$ cat src/host_port_pkg.sv
// Purpose: shared constants and carriers for the slave host data buffer port
// Assumes: one 40 MHz clock, synchronous active-high reset
// Notes:   status byte layout and handshake pin positions live here
package host_port_pkg;

	localparam int DATA_W = 8;

	// Status byte field positions
	localparam int ST_OUT_FULL_BIT = 0;
	localparam int ST_IN_FULL_BIT = 1;
	localparam int ST_CMD_BIT = 3;
	localparam int ST_UPPER_LO = 4;
	localparam logic [7:0] ST_RESET = 8'h00;

	// Handshake pin group positions, ascending
	localparam int HS_OUT_FULL = 0;
	localparam int HS_IN_FULL = 1;
	localparam int HS_DMA_REQ = 2;
	localparam int HS_DMA_ACK = 3;

	// Strobe to request-cleared bound and its cycle count (round down)
	localparam int CLK_PERIOD_NS = 25;
	localparam int DMA_REQ_CLEAR_NS = 200;
	localparam int DMA_REQ_CLEAR_CYC = DMA_REQ_CLEAR_NS / CLK_PERIOD_NS;

	// Host-side pins, all synchronous to clk_i
	typedef struct packed {
		logic       sel_n;
		logic       rd_n;
		logic       wr_n;
		logic       dc;
		logic [7:0] data;
	} host_pins_t;

	// Internal program side requests
	typedef struct packed {
		logic       fetch;
		logic       post;
		logic       upper_load;
		logic [7:0] acc;
	} prog_req_t;

endpackage : host_port_pkg

$ cat src/strobe_edge.sv
// Purpose: turns a qualified active-high strobe level into a one-cycle start pulse
// Assumes: strobe level already synchronous to clk_i
// Notes:   one pulse per access, however long the strobe is held
module strobe_edge (
	input  wire logic clk_i,
	input  wire logic rst_i,
	input  wire logic active_i,
	output logic      pulse_o
);
	typedef struct packed {
		logic prev;
	} edge_state_t;

	edge_state_t state_reg;
	edge_state_t state_next;

	// Remember last level
	always_comb begin
		state_next = state_reg;
		state_next.prev = active_i;
	end

	always_ff @(posedge clk_i) begin
		if (rst_i) begin
			state_reg <= '0;
		end else begin
			state_reg <= state_next;
		end
	end

	assign pulse_o = active_i & ~state_reg.prev;
endmodule // strobe_edge

$ cat src/host_data_port.sv
// Purpose: slave host data buffer port with status byte and optional handshake pins
// Assumes: host pins synchronous to clk_i; program side gives one-cycle requests
// Notes:   data bus uses three signals, output enable low while driving
//
// Overview of operation
// - 8-bit three-state bus, driven only during a selected host read.
// - Selected host write strobe captures the bus byte into the input buffer.
// - Selected host read places output buffer or status byte on the bus.
// - Address line marks data or command and picks buffer or status on reads.
// - Strobes are ignored unless select, or acknowledge with DMA enabled, is asserted.
// - Program fetch of the input buffer clears input-buffer-full.
// - Program post loads output buffer and sets output-buffer-full.
// - Program copies accumulator bits 4 to 7 into status bits 4 to 7.
// - Upper handshake pins optionally carry output-full, input-full, DMA request, acknowledge.
// - With DMA enabled, a strobe during acknowledge clears DMA request in bound.
// - Reset clears status flags including both buffer-full flags.
module host_data_port (
	input  wire logic                     clk_i,
	input  wire logic                     rst_i,
	input  wire host_port_pkg::host_pins_t host_i,
	input  wire logic                     dma_transfer_acknowledge_n_i,
	input  wire host_port_pkg::prog_req_t  prog_i,
	input  wire logic                     hs_flags_en_i,
	input  wire logic                     dma_en_i,
	input  wire logic                     dma_start_i,
	output logic [7:0]                    data_o,
	output logic                          data_oe_n_o,
	output logic [7:0]                    in_byte_o,
	output logic [7:0]                    status_o,
	output logic [3:0]                    hs_pins_o,
	output logic [3:0]                    hs_oe_n_o
);
	typedef struct packed {
		logic [7:0] in_buf;
		logic [7:0] out_buf;
		logic [7:0] status;
		logic [7:0] dout;
		logic       oe_n;
		logic       dma_req;
		logic [3:0] hs;
		logic [3:0] hs_oe_n;
	} port_state_t;

	port_state_t state_reg;
	port_state_t state_next;

	logic dma_sel;
	logic chip_sel;
	logic rd_act;
	logic wr_act;
	logic rd_start;
	logic wr_start;

	// Acknowledge stands in for select, but only for data transfers
	assign dma_sel  = dma_en_i & ~dma_transfer_acknowledge_n_i;
	assign chip_sel = ~host_i.sel_n | dma_sel;
	assign rd_act   = chip_sel & ~host_i.rd_n;
	assign wr_act   = chip_sel & ~host_i.wr_n;

	strobe_edge u_rd_edge (
		.clk_i    (clk_i),
		.rst_i    (rst_i),
		.active_i (rd_act),
		.pulse_o  (rd_start)
	);

	strobe_edge u_wr_edge (
		.clk_i    (clk_i),
		.rst_i    (rst_i),
		.active_i (wr_act),
		.pulse_o  (wr_start)
	);

	// Next state: host side, program side, handshake pins
	always_comb begin
		logic status_sel;
		logic dc_eff;
		status_sel = 1'h0;
		dc_eff = 1'h0;
		state_next = state_reg;
		// Under acknowledge the address line is forced to data
		dc_eff = host_i.dc & ~dma_sel;
		status_sel = dc_eff;
		// Host write: capture byte, flag full, note command
		if (wr_start) begin
			state_next.in_buf = host_i.data;
			state_next.status[host_port_pkg::ST_CMD_BIT] = dc_eff;
		end
		// Program fetch clears input full; a same-cycle host write wins
		if (prog_i.fetch) begin
			state_next.status[host_port_pkg::ST_IN_FULL_BIT] = 1'h0;
		end
		if (wr_start) begin
			state_next.status[host_port_pkg::ST_IN_FULL_BIT] = 1'h1;
		end
		// Host read of buffer clears output full; program post wins
		if (rd_start && !status_sel) begin
			state_next.status[host_port_pkg::ST_OUT_FULL_BIT] = 1'h0;
		end
		if (prog_i.post) begin
			state_next.out_buf = prog_i.acc;
			state_next.status[host_port_pkg::ST_OUT_FULL_BIT] = 1'h1;
		end
		if (prog_i.upper_load) begin
			state_next.status[7:host_port_pkg::ST_UPPER_LO] =
				prog_i.acc[7:host_port_pkg::ST_UPPER_LO];
		end
		// Bus driven only while a selected read is held
		state_next.oe_n = ~rd_act;
		if (rd_act) begin
			state_next.dout = status_sel ? state_reg.status : state_reg.out_buf;
		end else begin
			state_next.dout = 8'h00;
		end
		// Request clears on a strobe under acknowledge; a same-cycle start wins
		// so that a fresh request is never lost to the last strobe of a block
		if (!dma_en_i) begin
			state_next.dma_req = 1'h0;
		end else if (dma_start_i) begin
			state_next.dma_req = 1'h1;
		end else if (dma_sel && (rd_start || wr_start)) begin
			state_next.dma_req = 1'h0;
		end
		// Handshake pin group; acknowledge pin stays an input
		state_next.hs[host_port_pkg::HS_OUT_FULL] = hs_flags_en_i &
			state_next.status[host_port_pkg::ST_OUT_FULL_BIT];
		state_next.hs[host_port_pkg::HS_IN_FULL] = hs_flags_en_i &
			state_next.status[host_port_pkg::ST_IN_FULL_BIT];
		state_next.hs[host_port_pkg::HS_DMA_REQ] = state_next.dma_req;
		state_next.hs[host_port_pkg::HS_DMA_ACK] = 1'h0;
		state_next.hs_oe_n = {1'h1, ~dma_en_i, ~hs_flags_en_i, ~hs_flags_en_i};
	end

	// Register; reset clears every status flag
	always_ff @(posedge clk_i) begin
		if (rst_i) begin
			state_reg <= '0;
			state_reg.status <= host_port_pkg::ST_RESET;
			state_reg.oe_n <= 1'h1;
			state_reg.hs_oe_n <= 4'hF;
		end else begin
			state_reg <= state_next;
		end
	end

	assign data_o      = state_reg.dout;
	assign data_oe_n_o = state_reg.oe_n;
	assign in_byte_o   = state_reg.in_buf;
	assign status_o    = state_reg.status;
	assign hs_pins_o   = state_reg.hs;
	assign hs_oe_n_o   = state_reg.hs_oe_n;

	// Helper: cycles the request has stood since a strobe under acknowledge
	logic [3:0] req_age_reg;
	always_ff @(posedge clk_i) begin
		if (rst_i || !state_reg.dma_req || dma_start_i) begin
			req_age_reg <= 4'h0;
		end else if (dma_sel && (rd_start || wr_start)) begin
			req_age_reg <= 4'h1;
		end else if (req_age_reg != 4'h0 && req_age_reg != 4'hF) begin
			req_age_reg <= req_age_reg + 4'h1;
		end
	end

	a_req_clear_next: assert property (@(posedge clk_i) disable iff (rst_i)
		dma_sel && (rd_start || wr_start) && !dma_start_i |=> !state_reg.dma_req)
		else $error("DMA request not cleared after strobe");
	a_req_clear_bound: assert property (@(posedge clk_i) disable iff (rst_i)
		req_age_reg < 4'(host_port_pkg::DMA_REQ_CLEAR_CYC))
		else $error("DMA request stood past its bound");
	a_bus_float: assert property (@(posedge clk_i) disable iff (rst_i)
		!$past(rd_act) |-> data_oe_n_o)
		else $error("Bus driven without selected read");
	a_write_capture: assert property (@(posedge clk_i) disable iff (rst_i)
		wr_start |=> in_byte_o == $past(host_i.data) &&
		status_o[host_port_pkg::ST_IN_FULL_BIT])
		else $error("Host write not captured");
	a_read_status: assert property (@(posedge clk_i) disable iff (rst_i)
		rd_act && host_i.dc && !dma_sel |=> data_o == $past(status_o))
		else $error("Status byte not on bus");
	a_select_gate: assert property (@(posedge clk_i) disable iff (rst_i)
		host_i.sel_n && !dma_sel |=> data_oe_n_o)
		else $error("Unselected strobe acted");
	a_fetch_clear: assert property (@(posedge clk_i) disable iff (rst_i)
		prog_i.fetch && !wr_start |=> !status_o[host_port_pkg::ST_IN_FULL_BIT])
		else $error("Fetch did not clear input full");
	a_post_set: assert property (@(posedge clk_i) disable iff (rst_i)
		prog_i.post |=> status_o[host_port_pkg::ST_OUT_FULL_BIT])
		else $error("Post did not set output full");
	a_upper_load: assert property (@(posedge clk_i) disable iff (rst_i)
		prog_i.upper_load |=> status_o[7:4] == $past(prog_i.acc[7:4]))
		else $error("Upper status not loaded");
	a_reset_clear: assert property (@(posedge clk_i)
		rst_i |=> status_o == host_port_pkg::ST_RESET)
		else $error("Reset left status set");
	c_host_write: cover property (@(posedge clk_i) wr_start && !dma_sel);
	c_dma_read: cover property (@(posedge clk_i) rd_start && dma_sel);
	c_post_then_read: cover property (@(posedge clk_i) prog_i.post ##[1:20] rd_start);
endmodule // host_data_port

$ cat config.mk
export PLATFORM = sky130hd
export DESIGN_NAME = host_data_port
export DESIGN_NICKNAME = d
export VERILOG_FILES = /design/src/host_port_pkg.sv /design/src/strobe_edge.sv /design/src/host_data_port.sv
export SDC_FILE = /design/constraint.sdc
export NUM_CORES = 1
export LEC_CHECK = 0
export BUFFER_PORTS_ARGS = -buffer_cell sky130_fd_sc_hd__buf_2
export CAP_MARGIN = 5
export CORE_MARGIN = 2
export CORE_UTILIZATION = 45
export CTS_BUF_LIST = sky130_fd_sc_hd__clkbuf_8
export CTS_CLUSTER_SIZE = 30
export DETAILED_ROUTE_END_ITERATION = 8
export PLACE_DENSITY = 0.83
export RECOVER_POWER = 50
export SYNTH_ARGS = -nofsm -noshare
export SYNTH_HDL_FRONTEND = slang
export SYNTH_HIERARCHICAL = 1
export SYNTH_SLANG_ARGS = --single-unit
$ cat constraint.sdc
create_clock -name clk_i -period 1.9 [get_ports clk_i]
set_clock_uncertainty 0.2 [all_clocks]
set_input_delay 0.095 -clock clk_i [delete_from_list [all_inputs] [get_ports clk_i]]
set_output_delay 0.095 -clock clk_i [all_outputs]
set_load 0.01 [all_outputs]
==> summary.md, run 1 <==
| Metric | Value |
|---|---|
| Max Fclk | 0.562 GHz |
| Cells after synthesis | 173 |
| Vias per cell | 4.55 |
| #FFs+latches synth | 39 |
| Synth-to-Final Area Change | 24.8% |
| Routed WL per cell | 11.9 µm |
| Slew at the pin closest to its max-slew limit | 0.514 ns |
| Number of hold violations in the final report | 0 |
| WL final | 3290 µm |
| Fraction of layout cells with a size suffix above 1 | 19.3% |
| Critical path endpoint category | flop |
| Post-layout nets | 256 |
| Final setup viols | 0 |
| Post-synth EDFFs | 0 |
| Clk Latency, worst-skew pair | 0.28 ns |
| Die height | 64.6 µm |
| Share of the synthesized area in the top cell type | 47.3% |
| Pwr/cell area | 794 mW/mm² |
| Slack of the worst reg-to-reg path | 0.70 ns |
| CP startpoint kind | input pin |
| DRC Markers | 0 |
| Antenna-violating nets left | 0 |
| Period utilization | 93.7% |
| Cts bufs inserted | 5 |
| Final Util | 57.1% |
| Reg2Reg Depth | 4 |
| Vias in the first global route | 1167 |
| Die area | 0.00417 mm² |
| Max-slew headroom | 65.7% |
| Status | complete, no violations |
| First-pass GRT wire length | 5260 µm |
| 1st-pass router iterations | 4 |
| Total I/O pin count | 62 |
| Crit path buf inv count | 3 |
| LEAKAGE | 0.905 nW |
| Pre-CTS setup slack | 0.228 ns |
| GR Overflow Total | 0 |
| Root Buffer Master | clkbuf_8 |
| Cell Chain, Critical Path | dlygate4sd3_1 -> buf_2 -> nand2b_4 -> a21oi_1 -> dlygate4sd3_1 -> nor2b_4 |
| Fill cells | 337 |
| Levels on crit path | 6 |
| Top cells by area, synth | dfxtp_1 47%, buf_4 15%, mux2i_1 12% |
| Num rows | 22 |
| H-tree levels | 2 |
| Slowest stage delay, CP | 0.59 ns |
| Worst reg2reg endpoint | in_byte_o[4]$_SDFFE_PP0P_ |
| Most frequent CP cell | dlygate4sd3_1 |
| Synth Warn # | 6 |
| Initial DRC Count | 30 |
| Hold slack final | 0.0516 ns |
| Mapped Avg Cell Area | 9.54 µm² |
| CP Launch Point | dma_en_i |
| Dpl hpwl | 2060 µm |
| Crit path to | u_rd_edge/state_reg$_SDFF_PP0_ |
| Area leader, netlist | dfxtp_1 |
| Tot GR Track Use | 16.7% |
| RSZ-0062 raised after global routing | false |
| Cells after DPL | 240 |
| # diodes | 0 |
| Setup CP Type | input pin to flop |
| FFs w/ async S/R, synth | 0% |
| Critical Path AT | 1.81 ns |
| Setup TNS | 0 ns |
| Proportion of synthesized chip area in sequential cells | 47.3% |
| Largest register FFs | 9 |
| Die X | 64.6 µm |
| Worst hold path type | input pin to flop |
| Num Clock Sinks | 39 |
| CTS tree | yes |
| Initial antenna violation count | 0 |
| # Max-Cap Violations | 0 |
| Std-Cell Core Area | 0.00361 mm² |
| Starting density of the core | 45.8% |
| Synth Flop Type | dfxtp_1 |
| VDD IR-drop max | 0.000361 V |
| Slew Limit Fails | 0 |
| Post-Syn Area | 0.00165 mm² |
| Netlist cell types | 19 |
| CP max-delay cell | dlygate4sd3_1 |
| Largest net degree at the start of global routing | 28 |
| Crit path max-delay family | buffers and inverters |
| CP Data Required Time | 1.93 ns |
| Input/output buffers | 58 |
| FF-to-FF Start | u_wr_edge/state_reg$_SDFF_PP0_ |
| Vias | 1256 |
| Most frequent cell after synthesis | dfxtp_1 |
| Layout Cells excl Fill | 276 |
| CTS clock-pin slew for the worst setup and hold paths | 0.07 ns |
| Crit-path max FO | 13 |
| Tmin final | 1.78 ns |
| Worst setup margin | 0.119 ns |
| Worst-case clock buffer depth | 2 |
| GPL Wtd Cong | 0.756 |
| Post-synth top cells | 39 x dfxtp_1, 32 x buf_4, 25 x nor2_1, 20 x mux2i_1, 13 x a21oi_1 |
worst min path at each step:
stage	startpoint	to	slack, ns	depth (start not counted)
4_1_cts	dma_transfer_acknowledge_n_i	data_o[2]$_SDFF_PP0_	0.04	4
2_1_floorplan	rst_i	u_rd_edge/state_reg$_SDFF_PP0_	-0.04	1
3_5_place_dp	host_i[4]	in_byte_o[4]$_SDFFE_PP0P_	0.14	3
6_report	prog_i[9]	state_reg[27]$_SDFFE_PP0P_	0.05	3
5_1_grt	prog_i[9]	state_reg[29]$_SDFFE_PP0P_	0.06	3
3_3_place_gp	host_i[2]	in_byte_o[2]$_SDFFE_PP0P_	0.13	3
routing by layer:
| metal | GRT usage, % | up-vias | wire length, µm |
|---|---|---|---|
| met5 | 0 | - | 0 |
| met4 | 6.91 | 0 | 52 |
| met3 | 5.21 | 5 | 178 |
| met2 | 28.3 | 39 | 1590 |
| met1 | 19.7 | 576 | 1470 |
| li1 | - | 636 | - |
stage by stage:
step	cell area [µm²]	power (mW)
CTS	2070	1.64
global placement	1730	1.08
floorplan	1650	1.05
global route	2060	1.70
finish	2060	1.64
detailed placement	1730	1.09
report_power, final:
part / internal [mW] / leakage (nW) / total [mW] / switching [mW]
Clock: 0.247 / 0.0505 / 0.520 / 0.273
Sequential: 0.858 / 0.320 / 0.879 / 0.0215
Combinational: 0.124 / 0.534 / 0.237 / 0.112
timing repair:
action	in CTS	in global routing
setup buffers	0	2
hold buffers	26	0
endpoints found under the hold margin	36	0
gates resized for setup	0	0
setup endpoints to repair	0	8
worst reg2reg max path, cell delays in order (launching register included):
cell and delay (ns):
dfxtp_1 0.33, nor2b_4 0.16, buf_12 0.15, mux2i_1 0.20, nor2_1 0.05
cells in the final DEF (no fill, tap or decap), types with 5 or more instances in the layout:
master	count
dfxtp_1	39
buf_2	30
clkbuf_1	27
dlygate4sd3_1	26
nor2_1	25
mux2i_1	20
a21oi_1	13
o21ai_0	9
nand3_1	8
inv_1	5
clkbuf_8	5
cell type report:
type	instances	area [µm²]	area share [%]
Multi-Input combinational cell	91	576	27.9
Clock buffer	5	68.8	3.34
Sequential cell	39	781	37.9
Clock inverter	3	12.5	0.608
Tap cell	48	60.1	2.92
Timing Repair Buffer	87	551	26.7
Inverter	3	11.3	0.547
cells by family (layout without fill, tap and decap cells):
kind of cell    after synthesis  in the layout  share of synthesized area (%)
mux                          20             20                           12.1
compound gates               23             23                           7.20
simple gates                 45             45                           14.9
buf+inv                      44             98                           18.0
flops                        39             39                           47.3
other cells                   2              3                          0.455
No activity file was read; power rests on OpenSTA's default activity.
==> inputs of run 2 (changes only) <==
--- a/config.mk
+++ b/config.mk
@@ -7,11 +7,11 @@
 export LEC_CHECK = 0
 export BUFFER_PORTS_ARGS = -buffer_cell sky130_fd_sc_hd__buf_2
 export CAP_MARGIN = 5
-export CORE_MARGIN = 2
 export CORE_UTILIZATION = 45
 export CTS_BUF_LIST = sky130_fd_sc_hd__clkbuf_8
 export CTS_CLUSTER_SIZE = 30
 export DETAILED_ROUTE_END_ITERATION = 8
+export GPL_TIMING_DRIVEN = 0
 export PLACE_DENSITY = 0.83
 export RECOVER_POWER = 50
 export SYNTH_ARGS = -nofsm -noshare
==> run 2 against run 1 <==
Sequential power hardly changed. Critical path depth is 3 higher. Worst setup slack hardly changed. Routed wire length is 8.2% higher. Die area is 6.1% lower. Critical endpoint is now state_reg[8]$_SDFF_PP0_. Non-clock buffer count is 35 higher. Sequential share of layout area is 4.3 points lower. Highest routed layer unchanged. First-iteration DRC count is 27% higher. Cell count is 12% higher.
==> summary.md, run 2 (synthesis results as in run 1) <==
| Metric | Value |
|---|---|
| Tot GR Track Use | 19.9% |
| Final Util | 68.1% |
| Num rows | 21 |
| Total I/O pin count | 62 |
| RSZ-0062 raised after global routing | false |
| # diodes | 0 |
| Post-layout nets | 291 |
| Max Fclk | 0.562 GHz |
| Root Buffer Master | clkbuf_8 |
| Crit path buf inv count | 3 |
| Layout Cells excl Fill | 309 |
| Tmin final | 1.78 ns |
| CTS clock-pin slew for the worst setup and hold paths | 0.07 ns |
| CP startpoint kind | input pin |
| Largest net degree at the start of global routing | 14 |
| Vias per cell | 4.39 |
| Placed instance area | 0.00199 mm² |
| Design area | 0.00232 mm² |
| Worst reg2reg endpoint | state_reg[8]$_SDFF_PP0_ |
| Worst hold path type | input pin to flop |
| Crit-path max FO | 10 |
| Input/output buffers | 55 |
| Antenna-violating nets left | 0 |
| Die X | 62.6 µm |
| Number of hold violations in the final report | 0 |
| Crit path to | state_reg[8]$_SDFF_PP0_ |
| Power, Total | 1.84 mW |
| Int Pwr | 1.40 mW |
| Starting density of the core | 48.3% |
| Slowest stage delay, CP | 0.54 ns |
| Slew Limit Fails | 0 |
| Num Clock Sinks | 39 |
| CP Data Required Time | 1.88 ns |
| Setup CP Type | input pin to flop |
| Critical path endpoint category | flop |
| Most frequent cells in the layout | 39 x dfxtp_1, 32 x buf_2, 31 x clkbuf_1, 29 x buf_4, 27 x dlygate4sd3_1 |
| Period utilization | 93.7% |
| Die height | 62.6 µm |
| Commonest non-fill, non-tap cell in the layout | dfxtp_1 |
| Hold Path Cell Cnt | 3 |
| Cell Chain, Critical Path | buf_2 -> nand2b_4 -> buf_2 -> a21oi_1 -> nor2b_4 -> nor2_1 -> o21ai_0 -> a21oi_1 -> dlygate4sd3_1 |
| Reg power frac | 47.7% |
| Initial DRC Count | 38 |
| Die area | 0.00391 mm² |
| Initial antenna violation count | 0 |
| Clk Latency, worst-skew pair | 0.29 ns |
| Routed WL per cell | 11.5 µm |
| H-tree levels | 2 |
| Vias | 1356 |
| # Max-Cap Violations | 0 |
| Synth-to-Final Area Change | 40.9% |
| CP Launch Point | dma_transfer_acknowledge_n_i |
| DRC Markers | 0 |
| Largest register FFs | 9 |
| Vias in the first global route | 1393 |
| Setup TNS | 0 ns |
| CTS resizes | 0 |
| GPL Wtd Cong | 0.750 |
| CTS tree | yes |
| Critical Path AT | 1.76 ns |
| Cells after DPL | 275 |
| Reg2Reg Depth | 5 |
| Worst-case clock buffer depth | 2 |
| Logic pwr share | 15.0% |
| First-pass GRT wire length | 5940 µm |
| Crit path max-delay family | buffers and inverters |
| LEAKAGE | 1.07 nW |
| Slack of the worst reg-to-reg path | 0.33 ns |
| Final setup viols | 0 |
| Fill cells | 304 |
| GR Overflow Total | 0 |
| Cts bufs inserted | 5 |
| Dpl hpwl | 2300 µm |
| Clock network power share | 37.3% |
| VDD IR-drop max | 0.000564 V |
| Status | complete, no violations |
| Levels on crit path | 9 |
| Pwr/cell area | 791 mW/mm² |
| CP max-delay cell | dlygate4sd3_1 |
| WL final | 3550 µm |
| NetSw | 0.437 mW |
| 1st-pass router iterations | 6 |
| FF-to-FF Start | u_wr_edge/state_reg$_SDFF_PP0_ |
| Std-Cell Core Area | 0.00342 mm² |
| Switching Share | 23.8% |
| Fraction of layout cells with a size suffix above 1 | 29.3% |
-- run 2: repair_timing --
action	4_1_cts	5_1_grt
endpoints found under the hold margin	37	0
hold buffers	27	0
buffers inserted	0	0
endpoints found under the setup margin	0	1
-- run 2: worst min-delay path by stage --
stage	from	endpoint	slack [ns]
6_report	prog_i[8]	status_o[5]$_SDFFE_PP0P_	0.02
5_1_grt	prog_i[8]	status_o[6]$_SDFFE_PP0P_	0.02
4_1_cts	prog_i[8]	status_o[5]$_SDFFE_PP0P_	0.003
3_5_place_dp	hs_flags_en_i	hs_oe_n_o[1]$_SDFF_PP1_	0.13
3_3_place_gp	hs_flags_en_i	hs_oe_n_o[1]$_SDFF_PP1_	0.13
2_1_floorplan	rst_i	u_rd_edge/state_reg$_SDFF_PP0_	-0.04
-- run 2: power by group through the flow --
| stage | Sequential (mW) | Combinational [mW] | Clock, mW |
|---|---|---|---|
| floorplan | 0.892 | 0.162 | 0 |
| global placement | 0.896 | 0.236 | 0 |
| global route | 0.883 | 0.302 | 0.729 |
| CTS | 0.878 | 0.284 | 0.701 |
| detailed placement | 0.897 | 0.241 | 0 |
| finish | 0.878 | 0.276 | 0.686 |
-- run 2: through the flow --
| step | hold slack, ns | worst slack (ns) |
|---|---|---|
| finish | 0.0200 | 0.120 |
| global route | 0.0214 | 0.00392 |
| CTS | 0.00256 | 0.0290 |
| detailed placement | 0.127 | 0.0244 |
| global placement | 0.127 | 0.0632 |
| floorplan | -0.0407 | 0.375 |
-- run 2: final cells by class --
type,instances,area [µm²],area share [%]
Buffer,40,275,11.8
Clock buffer,5,68.8,2.96
Clock inverter,3,43.8,1.88
Inverter,3,11.3,0.484
Multi-Input combinational cell,91,576,24.8
Sequential cell,39,781,33.6
Tap cell,46,57.6,2.48
Timing Repair Buffer,82,512,22.0
-- run 2: routing by layer --
| layer | vias to the layer above | GRT usage, % | wire length (µm) |
|---|---|---|---|
| met3 | 6 | 7.66 | 210 |
| li1 | 705 | - | - |
| met4 | 0 | 9.59 | 61 |
| met2 | 42 | 34.6 | 1790 |
| met1 | 603 | 20.8 | 1490 |
| met5 | - | 0 | 0 |
-- run 2: tightest hold or removal path: stages --
cell	delay [ns]
clkbuf_1	0.16
mux2i_1	0.15
nor2_1	0.07
